--- src/hw/pcr_pkg.sv ---
// Purpose: Shared constants for the power control registers and tick divider
// Assumes: AXI4-Lite slave with 32-bit data, 16-bit byte address
// Notes: Register index is the printed offset cut to its low IDX_W bits; byte address is four times it
package pcr_pkg;
  localparam int ADDR_W = 16;
  localparam int DATA_W = 32;
  localparam int IDX_W = ADDR_W - 2;
  localparam int INT_W = 9;
  localparam int FRAC_W = 10;
  localparam int DEN_W = 11;
  localparam int CNT_W = 10;
  localparam int TCNT_W = 16;
  localparam int SYNC_W = 3;

  localparam logic [31:0] POWER_CONTROL_IDX = 32'h5000_0052;
  localparam logic [31:0] POWER_LEVEL_TRIM_IDX = 32'h5000_0054;
  localparam logic [31:0] RTC_TICK_DIVIDER_IDX = 32'h5000_424C;
  localparam logic [31:0] POWER_STATUS_IDX = 32'h5000_0056;
  localparam logic [IDX_W-1:0] PC_SEL = POWER_CONTROL_IDX[IDX_W-1:0];
  localparam logic [IDX_W-1:0] PL_SEL = POWER_LEVEL_TRIM_IDX[IDX_W-1:0];
  localparam logic [IDX_W-1:0] TD_SEL = RTC_TICK_DIVIDER_IDX[IDX_W-1:0];
  localparam logic [IDX_W-1:0] ST_SEL = POWER_STATUS_IDX[IDX_W-1:0];

  localparam logic [31:0] PC_RESET = 32'h0000_4000;
  localparam logic [31:0] PL_RESET = 32'h0000_1A3E;
  localparam logic [31:0] TD_RESET = 32'h0005_1EA8;
  localparam logic [31:0] PC_MASK = 32'h0000_FFFF;
  localparam logic [31:0] PL_MASK = 32'h0000_3FFF;
  localparam logic [31:0] TD_MASK = 32'h003F_FFFF;

  localparam int PC_AUTO = 15;
  localparam int PC_HI_HYST_OFF = 14;
  localparam int PC_HI_HYST_LVL = 13;
  localparam int PC_HI_MON_OFF = 12;
  localparam int PC_LO_HYST_OFF = 11;
  localparam int PC_LO_HYST_LVL = 10;
  localparam int PC_LO_MON_OFF = 9;
  localparam int PC_PUMP_OFF = 8;
  localparam int PC_REF_HOLD = 7;
  localparam int PC_LOW_MODE = 5;
  localparam int PC_CORE_OFF = 4;
  localparam int PC_CORE_RET = 3;
  localparam int PC_CLOSE = 2;
  localparam int PC_OK_EN = 1;
  localparam int PC_NOK_EN = 0;

  localparam int PL_CONV_OFS = 11;
  localparam int PL_CONV_SEL = 9;
  localparam int PL_XTAL_OFS = 4;
  localparam int PL_LOW_OFS = 1;

  localparam int TD_RTC_RST = 21;
  localparam int TD_EN = 20;
  localparam int TD_DENOM = 19;
  localparam int TD_INT = 10;
  localparam int TD_FRAC = 0;

  localparam int ST_BOOST = 0;
  localparam int ST_AUTO_REQ = 1;
  localparam int ST_SWITCH = 2;
  localparam int ST_SLEEP = 3;
  localparam int ST_TCNT = 16;

  localparam logic [DEN_W-1:0] DENOM_1000 = 11'h3E8;
  localparam logic [DEN_W-1:0] DENOM_1024 = 11'h400;

  localparam logic [1:0] RESP_OKAY = 2'h0;
  localparam logic [1:0] RESP_SLVERR = 2'h2;

  typedef enum logic [1:0] {
    LOW_HI_OFF = 2'h0,
    LOW_OFF = 2'h1,
    LOW_LO_LO = 2'h2,
    LOW_HI_LO = 2'h3
  } pcr_low_mode_type;

  typedef enum logic {
    DIV_IDLE = 1'h0,
    DIV_RUN = 1'h1
  } pcr_div_state_type;
endpackage

--- src/hw/pcr_top.sv ---
// Purpose: Power control registers and real-time clock tick divider
// Assumes: Analog status inputs are asynchronous; one 100 MHz clock
// Notes: All analog controls are static register fields or decoded flops
//
// Functional notes
// Control bit 15 picks manual or automatic rail switch, automatic only in boost.
// Control bit 2 closes the rail switch manually; resets open.
// Bits 8, 4, 3: pump off, core regulator off, retention on; reset 0.
// Bit 7 forces regulator references into hold; resets 0.
// Bits 6:5 decode low regulator current in active and sleep.
// Converter level bits 10:9 reset 01; offset bits 13:11 reset 011.
// Crystal regulator offset bits 6:4 in 25 mV steps; reset 011.
// Low regulator offset bits 3:1, same table; reset 111.
// Divider bit 21 requests clock module reset while set.
// Divider bit 20 enables ticks; cleared means no ticks at all.
// Divider bit 19 picks sequence of 1000 or 1024 periods.
// Bits 18:10 hold integer divisor, reset 0x147.
// Bits 9:0 hold fractional count of stretched periods, reset 0x2A8.
// With 1024 sequence, fraction periods last integer plus one cycles.
// With 1000 sequence, fraction periods last integer plus one cycles.
// Rail monitor disable, hysteresis and comparator enable bits are plain flags.
// Stretched periods spread by accumulator; tick is one-cycle pulse.
//
// The AXI4-Lite slave port is this design's own decision.
`timescale 1ns/1ps
module pcr_top (
  input wire logic clk,
  input wire logic rst_n,
  input wire logic [pcr_pkg::ADDR_W-1:0] s_axi_awaddr,
  input wire logic s_axi_awvalid,
  output logic s_axi_awready,
  input wire logic [pcr_pkg::DATA_W-1:0] s_axi_wdata,
  input wire logic [3:0] s_axi_wstrb,
  input wire logic s_axi_wvalid,
  output logic s_axi_wready,
  output logic [1:0] s_axi_bresp,
  output logic s_axi_bvalid,
  input wire logic s_axi_bready,
  input wire logic [pcr_pkg::ADDR_W-1:0] s_axi_araddr,
  input wire logic s_axi_arvalid,
  output logic s_axi_arready,
  output logic [pcr_pkg::DATA_W-1:0] s_axi_rdata,
  output logic [1:0] s_axi_rresp,
  output logic s_axi_rvalid,
  input wire logic s_axi_rready,
  input wire logic boostMode,
  input wire logic railAutoCloseReq,
  input wire logic sleepActive,
  output logic railSwitchClosed,
  output logic hiRailMonitorOff,
  output logic hiRailMonitorHystOff,
  output logic hiRailMonitorHystLevel,
  output logic loRailMonitorOff,
  output logic loRailMonitorHystOff,
  output logic loRailMonitorHystLevel,
  output logic hiRailOkCmpEnable,
  output logic hiRailNokCmpEnable,
  output logic corePumpOff,
  output logic referenceHoldForce,
  output logic coreRegulatorOff,
  output logic coreRegulatorRetentionOn,
  output logic lowRegulatorOn,
  output logic lowRegulatorHighCurrent,
  output logic [1:0] converterLevelSelect,
  output logic [2:0] converterLevelOffset,
  output logic [2:0] crystalRegulatorOffset,
  output logic [2:0] lowRegulatorOffset,
  output logic rtcResetReq,
  output logic rtcTick
);
  import pcr_pkg::*;

  logic wrReq, wrHit, rdReq, rdHit, tickPulse;
  logic [IDX_W-1:0] wrIdx, rdIdx;
  logic [DATA_W-1:0] wrData, rdData;
  logic [3:0] wrStrb;
  logic [DATA_W-1:0] pc_reg, pc_next, pl_reg, pl_next, td_reg, td_next;
  logic [SYNC_W-1:0] syncA_reg, syncB_reg;
  logic boostSync, autoReqSync, sleepSync;
  logic switch_reg, switch_next, lowOn_reg, lowOn_next, lowHi_reg, lowHi_next;
  logic tick_reg, tick_next;
  logic [TCNT_W-1:0] tcnt_reg, tcnt_next;
  pcr_low_mode_type lowMode;

  // Byte-lane merge limited to the implemented bits of each register
  function automatic logic [DATA_W-1:0] merge(
    input logic [DATA_W-1:0] old,
    input logic [DATA_W-1:0] data,
    input logic [3:0] strb,
    input logic [DATA_W-1:0] mask
  );
    logic [DATA_W-1:0] res;
    res = old;
    for (int i = 0; i < 4; i++) begin
      if (strb[i]) begin
        res[i*8 +: 8] = data[i*8 +: 8];
      end
    end
    return res & mask;
  endfunction

  pcr_axil_slave u_bus (
    .clk(clk),
    .rst_n(rst_n),
    .awaddr(s_axi_awaddr),
    .awvalid(s_axi_awvalid),
    .awready(s_axi_awready),
    .wdata(s_axi_wdata),
    .wstrb(s_axi_wstrb),
    .wvalid(s_axi_wvalid),
    .wready(s_axi_wready),
    .bresp(s_axi_bresp),
    .bvalid(s_axi_bvalid),
    .bready(s_axi_bready),
    .araddr(s_axi_araddr),
    .arvalid(s_axi_arvalid),
    .arready(s_axi_arready),
    .rdata(s_axi_rdata),
    .rresp(s_axi_rresp),
    .rvalid(s_axi_rvalid),
    .rready(s_axi_rready),
    .wrReq(wrReq),
    .wrIdx(wrIdx),
    .wrData(wrData),
    .wrStrb(wrStrb),
    .wrHit(wrHit),
    .rdReq(rdReq),
    .rdIdx(rdIdx),
    .rdData(rdData),
    .rdHit(rdHit)
  );

  pcr_tick_div u_div (
    .clk(clk),
    .rst_n(rst_n),
    .enable(td_reg[TD_EN]),
    .denomSel(td_reg[TD_DENOM]),
    .intDiv(td_reg[TD_INT +: INT_W]),
    .fracDiv(td_reg[TD_FRAC +: FRAC_W]),
    .tick(tickPulse)
  );

  // Analog status levels: the first stage feeds only the second
  always_ff @(posedge clk) begin
    if (!rst_n) begin
      syncA_reg <= '0;
      syncB_reg <= '0;
    end else begin
      syncA_reg <= {sleepActive, railAutoCloseReq, boostMode};
      syncB_reg <= syncA_reg;
    end
  end

  assign boostSync = syncB_reg[0];
  assign autoReqSync = syncB_reg[1];
  assign sleepSync = syncB_reg[2];

  // Register writes
  always_comb begin
    pc_next = pc_reg;
    pl_next = pl_reg;
    td_next = td_reg;
    wrHit = 1'b0;
    if (wrReq) begin
      case (wrIdx)
        PC_SEL: begin
          pc_next = merge(pc_reg, wrData, wrStrb, PC_MASK);
          wrHit = 1'b1;
        end
        PL_SEL: begin
          pl_next = merge(pl_reg, wrData, wrStrb, PL_MASK);
          wrHit = 1'b1;
        end
        TD_SEL: begin
          td_next = merge(td_reg, wrData, wrStrb, TD_MASK);
          wrHit = 1'b1;
        end
        ST_SEL: begin
          // Status is read only; writes are acknowledged and dropped
          wrHit = 1'b1;
        end
        default: begin
          wrHit = 1'b0;
        end
      endcase
    end
  end

  always_ff @(posedge clk) begin
    if (!rst_n) begin
      pc_reg <= PC_RESET;
      pl_reg <= PL_RESET;
      td_reg <= TD_RESET;
    end else begin
      pc_reg <= pc_next;
      pl_reg <= pl_next;
      td_reg <= td_next;
    end
  end

  // Register reads
  // Boost, request and sleep bits are synced levels, so they trail the pins by two cycles; the switch bit by three
  always_comb begin
    rdData = '0;
    rdHit = 1'b1;
    case (rdIdx)
      PC_SEL: rdData = pc_reg;
      PL_SEL: rdData = pl_reg;
      TD_SEL: rdData = td_reg;
      ST_SEL: begin
        rdData[ST_BOOST] = boostSync;
        rdData[ST_AUTO_REQ] = autoReqSync;
        rdData[ST_SWITCH] = switch_reg;
        rdData[ST_SLEEP] = sleepSync;
        rdData[ST_TCNT +: TCNT_W] = tcnt_reg;
      end
      default: rdHit = 1'b0;
    endcase
  end

  // Decoded analog controls and tick bookkeeping
  always_comb begin
    lowMode = pcr_low_mode_type'(pc_reg[PC_LOW_MODE +: 2]);
    // Automatic mode is honoured only while the converter boosts
    if (pc_reg[PC_AUTO] && boostSync) begin
      switch_next = autoReqSync;
    end else begin
      switch_next = pc_reg[PC_CLOSE];
    end
    case (lowMode)
      LOW_HI_OFF: begin
        lowOn_next = !sleepSync;
        lowHi_next = !sleepSync;
      end
      LOW_OFF: begin
        lowOn_next = 1'b0;
        lowHi_next = 1'b0;
      end
      LOW_LO_LO: begin
        lowOn_next = 1'b1;
        lowHi_next = 1'b0;
      end
      LOW_HI_LO: begin
        lowOn_next = 1'b1;
        lowHi_next = !sleepSync;
      end
      default: begin
        lowOn_next = 1'b0;
        lowHi_next = 1'b0;
      end
    endcase
    // Extra stage keeps the tick output straight from a flop
    tick_next = tickPulse;
    // Tick count restarts while the clock module is held in reset
    if (td_reg[TD_RTC_RST]) begin
      tcnt_next = '0;
    end else if (tickPulse) begin
      tcnt_next = tcnt_reg + {{(TCNT_W-1){1'b0}}, 1'b1};
    end else begin
      tcnt_next = tcnt_reg;
    end
  end

  always_ff @(posedge clk) begin
    if (!rst_n) begin
      switch_reg <= 1'b0;
      lowOn_reg <= 1'b0;
      lowHi_reg <= 1'b0;
      tick_reg <= 1'b0;
      tcnt_reg <= '0;
    end else begin
      switch_reg <= switch_next;
      lowOn_reg <= lowOn_next;
      lowHi_reg <= lowHi_next;
      tick_reg <= tick_next;
      tcnt_reg <= tcnt_next;
    end
  end

  assign railSwitchClosed = switch_reg;
  assign hiRailMonitorOff = pc_reg[PC_HI_MON_OFF];
  assign hiRailMonitorHystOff = pc_reg[PC_HI_HYST_OFF];
  assign hiRailMonitorHystLevel = pc_reg[PC_HI_HYST_LVL];
  assign loRailMonitorOff = pc_reg[PC_LO_MON_OFF];
  assign loRailMonitorHystOff = pc_reg[PC_LO_HYST_OFF];
  assign loRailMonitorHystLevel = pc_reg[PC_LO_HYST_LVL];
  assign hiRailOkCmpEnable = pc_reg[PC_OK_EN];
  assign hiRailNokCmpEnable = pc_reg[PC_NOK_EN];
  assign corePumpOff = pc_reg[PC_PUMP_OFF];
  assign referenceHoldForce = pc_reg[PC_REF_HOLD];
  assign coreRegulatorOff = pc_reg[PC_CORE_OFF];
  assign coreRegulatorRetentionOn = pc_reg[PC_CORE_RET];
  assign lowRegulatorOn = lowOn_reg;
  assign lowRegulatorHighCurrent = lowHi_reg;
  assign converterLevelSelect = pl_reg[PL_CONV_SEL +: 2];
  assign converterLevelOffset = pl_reg[PL_CONV_OFS +: 3];
  assign crystalRegulatorOffset = pl_reg[PL_XTAL_OFS +: 3];
  assign lowRegulatorOffset = pl_reg[PL_LOW_OFS +: 3];
  assign rtcResetReq = td_reg[TD_RTC_RST];
  assign rtcTick = tick_reg;
endmodule

--- src/hw/pcr_tick_div.sv ---
// Purpose: Fractional divider making the real-time clock tick
// Assumes: Settings are static flops on the same clock
// Notes: Accumulator spreads the lengthened periods evenly
`timescale 1ns/1ps
module pcr_tick_div (
  input wire logic clk,
  input wire logic rst_n,
  input wire logic enable,
  input wire logic denomSel,
  input wire logic [pcr_pkg::INT_W-1:0] intDiv,
  input wire logic [pcr_pkg::FRAC_W-1:0] fracDiv,
  output logic tick
);
  import pcr_pkg::*;

  pcr_div_state_type state_reg, state_next;
  logic [CNT_W-1:0] cnt_reg, cnt_next;
  logic [DEN_W-1:0] acc_reg, acc_next;
  logic tick_reg, tick_next;
  logic [DEN_W-1:0] den, fracEff, accAdv;
  logic [DEN_W:0] sum;
  logic stretch;
  logic [CNT_W-1:0] len;

  always_comb begin
    den = denomSel ? DENOM_1024 : DENOM_1000;
    // Fraction above the denominator would grow the accumulator unbounded
    fracEff = ({1'b0, fracDiv} > den) ? den : {1'b0, fracDiv};
    sum = {1'b0, acc_reg} + {1'b0, fracEff};
    stretch = sum >= {1'b0, den};
    accAdv = stretch ? DEN_W'(sum - {1'b0, den}) : sum[DEN_W-1:0];
    len = {1'b0, intDiv} + {{(CNT_W-1){1'b0}}, stretch};
    if (len == '0) begin
      len = {{(CNT_W-1){1'b0}}, 1'b1};
    end
    state_next = state_reg;
    cnt_next = cnt_reg;
    acc_next = acc_reg;
    tick_next = 1'b0;
    case (state_reg)
      DIV_IDLE: begin
        if (enable) begin
          state_next = DIV_RUN;
          cnt_next = len;
          acc_next = accAdv;
        end
      end
      DIV_RUN: begin
        if (!enable) begin
          state_next = DIV_IDLE;
          cnt_next = '0;
          acc_next = '0;
        end else if (cnt_reg == {{(CNT_W-1){1'b0}}, 1'b1}) begin
          tick_next = 1'b1;
          cnt_next = len;
          acc_next = accAdv;
        end else begin
          cnt_next = cnt_reg - {{(CNT_W-1){1'b0}}, 1'b1};
        end
      end
      default: begin
        state_next = DIV_IDLE;
      end
    endcase
  end

  always_ff @(posedge clk) begin
    if (!rst_n) begin
      state_reg <= DIV_IDLE;
      cnt_reg <= '0;
      acc_reg <= '0;
      tick_reg <= 1'b0;
    end else begin
      state_reg <= state_next;
      cnt_reg <= cnt_next;
      acc_reg <= acc_next;
      tick_reg <= tick_next;
    end
  end

  assign tick = tick_reg;
endmodule

--- src/hw/pcr_axil_slave.sv ---
// Purpose: AXI4-Lite slave front end issuing one-cycle register requests
// Assumes: Decode and read data come back combinationally in the request cycle
// Notes: One write and one read in flight; answers are registered
`timescale 1ns/1ps
module pcr_axil_slave (
  input wire logic clk,
  input wire logic rst_n,
  input wire logic [pcr_pkg::ADDR_W-1:0] awaddr,
  input wire logic awvalid,
  output logic awready,
  input wire logic [pcr_pkg::DATA_W-1:0] wdata,
  input wire logic [3:0] wstrb,
  input wire logic wvalid,
  output logic wready,
  output logic [1:0] bresp,
  output logic bvalid,
  input wire logic bready,
  input wire logic [pcr_pkg::ADDR_W-1:0] araddr,
  input wire logic arvalid,
  output logic arready,
  output logic [pcr_pkg::DATA_W-1:0] rdata,
  output logic [1:0] rresp,
  output logic rvalid,
  input wire logic rready,
  output logic wrReq,
  output logic [pcr_pkg::IDX_W-1:0] wrIdx,
  output logic [pcr_pkg::DATA_W-1:0] wrData,
  output logic [3:0] wrStrb,
  input wire logic wrHit,
  output logic rdReq,
  output logic [pcr_pkg::IDX_W-1:0] rdIdx,
  input wire logic [pcr_pkg::DATA_W-1:0] rdData,
  input wire logic rdHit
);
  import pcr_pkg::*;

  logic haveAw_reg, haveAw_next, haveW_reg, haveW_next, haveAr_reg, haveAr_next;
  logic [IDX_W-1:0] awIdx_reg, awIdx_next, arIdx_reg, arIdx_next;
  logic [DATA_W-1:0] wData_reg, wData_next, rdata_reg, rdata_next;
  logic [3:0] wStrb_reg, wStrb_next;
  logic bvalid_reg, bvalid_next, rvalid_reg, rvalid_next;
  logic [1:0] bresp_reg, bresp_next, rresp_reg, rresp_next;
  logic awready_reg, awready_next, wready_reg, wready_next, arready_reg, arready_next;

  always_comb begin
    haveAw_next = haveAw_reg;
    haveW_next = haveW_reg;
    haveAr_next = haveAr_reg;
    awIdx_next = awIdx_reg;
    arIdx_next = arIdx_reg;
    wData_next = wData_reg;
    wStrb_next = wStrb_reg;
    bvalid_next = bvalid_reg;
    bresp_next = bresp_reg;
    rvalid_next = rvalid_reg;
    rresp_next = rresp_reg;
    rdata_next = rdata_reg;
    wrReq = haveAw_reg && haveW_reg && !bvalid_reg;
    rdReq = haveAr_reg && !rvalid_reg;
    if (awvalid && awready_reg) begin
      haveAw_next = 1'b1;
      awIdx_next = awaddr[ADDR_W-1:2];
    end
    if (wvalid && wready_reg) begin
      haveW_next = 1'b1;
      wData_next = wdata;
      wStrb_next = wstrb;
    end
    if (bvalid_reg && bready) begin
      bvalid_next = 1'b0;
    end
    if (wrReq) begin
      haveAw_next = 1'b0;
      haveW_next = 1'b0;
      bvalid_next = 1'b1;
      bresp_next = wrHit ? RESP_OKAY : RESP_SLVERR;
    end
    if (arvalid && arready_reg) begin
      haveAr_next = 1'b1;
      arIdx_next = araddr[ADDR_W-1:2];
    end
    if (rvalid_reg && rready) begin
      rvalid_next = 1'b0;
    end
    if (rdReq) begin
      haveAr_next = 1'b0;
      rvalid_next = 1'b1;
      rdata_next = rdHit ? rdData : '0;
      rresp_next = rdHit ? RESP_OKAY : RESP_SLVERR;
    end
    // Ready only while the holding slot and the answer are both free
    awready_next = !haveAw_next && !bvalid_next;
    wready_next = !haveW_next && !bvalid_next;
    arready_next = !haveAr_next && !rvalid_next;
  end

  always_ff @(posedge clk) begin
    if (!rst_n) begin
      haveAw_reg <= 1'b0;
      haveW_reg <= 1'b0;
      haveAr_reg <= 1'b0;
      awIdx_reg <= '0;
      arIdx_reg <= '0;
      wData_reg <= '0;
      wStrb_reg <= '0;
      bvalid_reg <= 1'b0;
      bresp_reg <= RESP_OKAY;
      rvalid_reg <= 1'b0;
      rresp_reg <= RESP_OKAY;
      rdata_reg <= '0;
      awready_reg <= 1'b0;
      wready_reg <= 1'b0;
      arready_reg <= 1'b0;
    end else begin
      haveAw_reg <= haveAw_next;
      haveW_reg <= haveW_next;
      haveAr_reg <= haveAr_next;
      awIdx_reg <= awIdx_next;
      arIdx_reg <= arIdx_next;
      wData_reg <= wData_next;
      wStrb_reg <= wStrb_next;
      bvalid_reg <= bvalid_next;
      bresp_reg <= bresp_next;
      rvalid_reg <= rvalid_next;
      rresp_reg <= rresp_next;
      rdata_reg <= rdata_next;
      awready_reg <= awready_next;
      wready_reg <= wready_next;
      arready_reg <= arready_next;
    end
  end

  assign awready = awready_reg;
  assign wready = wready_reg;
  assign arready = arready_reg;
  assign bvalid = bvalid_reg;
  assign bresp = bresp_reg;
  assign rvalid = rvalid_reg;
  assign rresp = rresp_reg;
  assign rdata = rdata_reg;
  assign wrIdx = awIdx_reg;
  assign wrData = wData_reg;
  assign wrStrb = wStrb_reg;
  assign rdIdx = arIdx_reg;
endmodule

--- config.mk ---
export PLATFORM = sky130hd
export DESIGN_NAME = pcr_top
export DESIGN_NICKNAME = d
export VERILOG_FILES = /design/src/hw/pcr_pkg.sv /design/src/hw/pcr_top.sv /design/src/hw/pcr_tick_div.sv /design/src/hw/pcr_axil_slave.sv
export SDC_FILE = /design/constraint.sdc
export NUM_CORES = 1
export LEC_CHECK = 0
export BUFFER_PORTS_ARGS = -buffer_cell sky130_fd_sc_hd__buf_2
export CAP_MARGIN = 15
export CORE_MARGIN = 5
export CORE_UTILIZATION = 51
export DETAILED_ROUTE_END_ITERATION = 10
export PLACE_DENSITY_LB_ADDON = 0.1
export RECOVER_POWER = 25
export SETUP_SLACK_MARGIN = 0.4
export SYNTH_ARGS = -nofsm -noshare
export SYNTH_HDL_FRONTEND = slang
export SYNTH_SLANG_ARGS = --single-unit
--- constraint.sdc ---
create_clock -name clk -period 5.9 [get_ports clk]
set_input_delay 0.59 -clock clk [delete_from_list [all_inputs] [get_ports clk]]
set_output_delay 0.59 -clock clk [all_outputs]
set_load 0.1 [all_outputs]
==> summary.md <==
| Metric | Value |
|---|---|
| Outcome | complete, but fails checks |
| Failing checks | max-capacitance violations, max-slew violations |
| Via Count | 7466 |
| Synth cell types | 71 |
| #FFs+latches synth | between 150 and 200 |
| Worst-path fanout max | 5 |
| Die Span X | 144 microns |
| Hold slack | ~0.35 ns |
| Area growth from synthesis to layout | 16.6% |
| Initial antenna violation count | 1 |
| Fraction of registers with async set or reset after synthesis | 0% |
| Crit. End Element | flip-flop |
| Die H | 144 microns |
| Antenna diodes | 0 |
| Crit path from | td_reg[19] |
| Post-DRT Antenna Nets | 0 |
| Crit path max-delay family | compound AO/OA/AOI/OAI gates |
| Largest stage delay, worst path | 0.39 ns |
| Placed cell count | roughly 1.4k |
| Gr usage total | between 20% and 30% |
| Post-synth EDFFs | 0 |
| Final Cell Area | 0.0107 sq mm |
| Port bufs | 129 |
| Synthesized area per cell | roughly 8.8 sq um |
| TritonCTS Buffers | 17 |
| Hold wc startpoint | railAutoCloseReq |
| Worst-Margin Slew | 4.16 ns |
| Setup ws final | roughly 0.64 ns |
| Most common cell in the netlist | nand2_1 |
| Clk_lat worst skew | 0.44 ns |
| CTS tree | built |
| Largest net degree at the start of global routing | 118 |
| Number of global-route vias before repair | 7047 |
| HP Class | input port to flip-flop |
| Setup TNS | 0 ns |
| Synth top area share | 42.8% |
| Placed Area | approximately 0.01 sq mm |
| RSZ-0062 raised after global routing | false |
| DRC | 0 |
| Max clock buf depth | 2 |
| Mapped Area | ~0.0092 sq mm |
| Post-synth top area cell | dfxtp_1 |
| Total die area | 0.0207 sq mm |
| WHS Path Cells | 2 |
| Power density cells | 252 mW/mm^2 |
| Initial Util | 51.3% |
| R2R Path Start | td_reg[19] |
| Fmax | 0.190 GHz |
| Dpl ws | 0.408 ns |
| DR WL/cell | around 16 microns |
| Total global routing overflow | 0 |
| Minimum clock period | 5.26 ns |
| Worst r2r path cells | 26 |
| Req. time, crit path | about 6.3 ns |
| Primary FF master, synth | dfxtp_1 |
| Maximum vdd drop | approximately 230 uV |
| Final nets | 1258 |
| Clk root buf | clkbuf_16 |
| Final WL | 22400 microns |
| Cell Count, Final, Fillers Out | 1387 |
| Gate Count Post-Synth | ~1.0k |
| Core box area | 0.0178 sq mm |
| Most frequent cells after synthesis | 219 x nand2_1, 196 x dfxtp_1, 68 x a21boi_0 |
| Yosys warning count | 0 |
| R2R Path End | u_div.cnt_reg[0] |
| Drt first-iter violations | 521 |
| Setup Skew | 0.0126 ns |
| Buf/Inv on CP | 4 |
| WP data arrival | approximately 5.6 ns |
| Max cap viols | 1 |
| Clock-pin slew of the registers on the worst-case setup and hold paths | 0.08 ns |
| Slowest-stage cell, CP | o32a_1 |
| Worst Hold End | syncA_reg[1] |
| Relative slew margins | -177% |
| Share of layout cells above drive strength 1 | 19.1% |
| Placed wire-length estimate | 15900 microns |
| Post-route core utilization | 59.9% |
| Startpoint types | flip-flop |
| H-tree depth | 4 |
| Drt first pass iters | 6 |
| Max reg flops | 32 |
| Final worst-path cycle share | between 80% and 90% |
| Via density | 5.38 |
| Hold Violations, Final | 0 |
| Num ports | between 100 and 150 |
| Leak | 4.40 nW |
| Sequential fraction of the synthesis area | 42.8% |
| PnR Total Power | 2.70 mW |
| First-pass GRT wire length | 36100 microns |
| Crit path kind | flip-flop to flip-flop |
| Row Count | 49 |
| Routability-driven placement congestion ratio | 0.834 |
| Pins Over Slew Limit | approximately 120 |
| Synth top area cells | dfxtp_1 43%, nand2_1 9.0%, a21boi_0 5.6%, mux2i_1 5.0%, ha_1 4.6% |
| Setup violations, final | 0 |
| R2r setup slk | 0.64 ns |
| Clk sinks | between 150 and 200 |
==> worst reg2reg max path, stage by stage (launching register included) <==
cell,delay [ns]
dfxtp_4,0.37
buf_4,0.14
nor4_1,0.32
nand4_1,0.13
o32a_1,0.39
buf_6,0.17
o21a_1,0.19
ha_4,0.28
o211ai_1,0.11
o211ai_1,0.26
a31o_2,0.20
a21oi_2,0.06
xnor2_2,0.14
ha_1,0.30
a21o_1,0.19
a211oi_2,0.21
o21ai_1,0.09
a41o_1,0.23
a211oi_4,0.24
inv_2,0.07
ha_2,0.20
buf_4,0.15
a211o_1,0.29
a21oi_1,0.13
o21a_1,0.13
nand4b_1,0.09
a21oi_1,0.14
==> logic make-up (layout without fill, tap and decap cells) <==
logic type	Yosys count	after routing	share of synthesized area [%]
AOI/OAI and AO/OA	217	217	16.9
xor gates and xnor gates	40	40	3.82
adders and majority gates	35	35	4.86
buffers and inverters	82	198	4.19
DFF	196	196	42.8
muxes	46	46	5.03
other	1	2	0.0409
and+or+nand+nor	424	424	22.3
==> per-layer routing <==
metal / global-route usage, % / wire length, microns / up-vias
met3: 5.16 / 1090 / 28
met2: 35.7 / 10600 / 152
met5: 0 / 7 / -
li1: - / - / 3825
met4: 5.40 / 304 / 2
met1: 29.2 / 10400 / 3459
==> layout by cell type (no fill, tap or decap), drive strengths merged, types with 4 or more instances in the layout <==
cell and instances:
and3 10, mux2i 46, nor3 9, o21ai 49, nand4 11, nor4 8
nand3 23, o211ai 6, nand2 220, ha 34, nor2b 42, or2 4
a22o 16, clkbuf 20, and2 18, nand2b 12, a21o 4, a22oi 10
a222oi 14, a211oi 6, o21a 7, inv 21, xor2 25, a21oi 18
a21boi 68, xnor2 15, dfxtp 196, buf 152, nor2 46, a32oi 4
==> timing repair <==
item                                    in CTS  in global routing
setup buffers                                1                  4
endpoints found under the setup margin       2                  9
gates resized for setup                      6                 25
hold buffers                                 0                  0
pin swaps                                    7                 17
==> report_power, final <==
part | internal [mW] | switching [mW] | total (mW)
combinational | 0.0517 | 0.101 | 0.153
clock | 0.617 | 0.559 | 1.18
sequential | 1.35 | 0.0190 | 1.37
total | 2.02 | 0.680 | 2.70
==> area by class of cell <==
class	count	area (sq um)
clock inverter	14	161
multi-input combinational	764	4980
timing repair buffer	154	836
tap	229	287
inverter	12	45.0
sequential	196	3930
fill	1602	7160
clock buffer	18	439
==> how the worst max path moves through the flow <==
stage,end,slack [ns],cells past startpoint
2_1_floorplan,u_div.cnt_reg[6],0.40,28
3_3_place_gp,u_div.cnt_reg[6],0.45,28
3_5_place_dp,u_div.cnt_reg[6],0.41,28
4_1_cts,u_div.cnt_reg[6],0.42,29
5_1_grt,u_div.cnt_reg[0],0.37,30
6_report,u_div.cnt_reg[0],0.64,26
No activity file was read; power rests on OpenSTA's default activity.
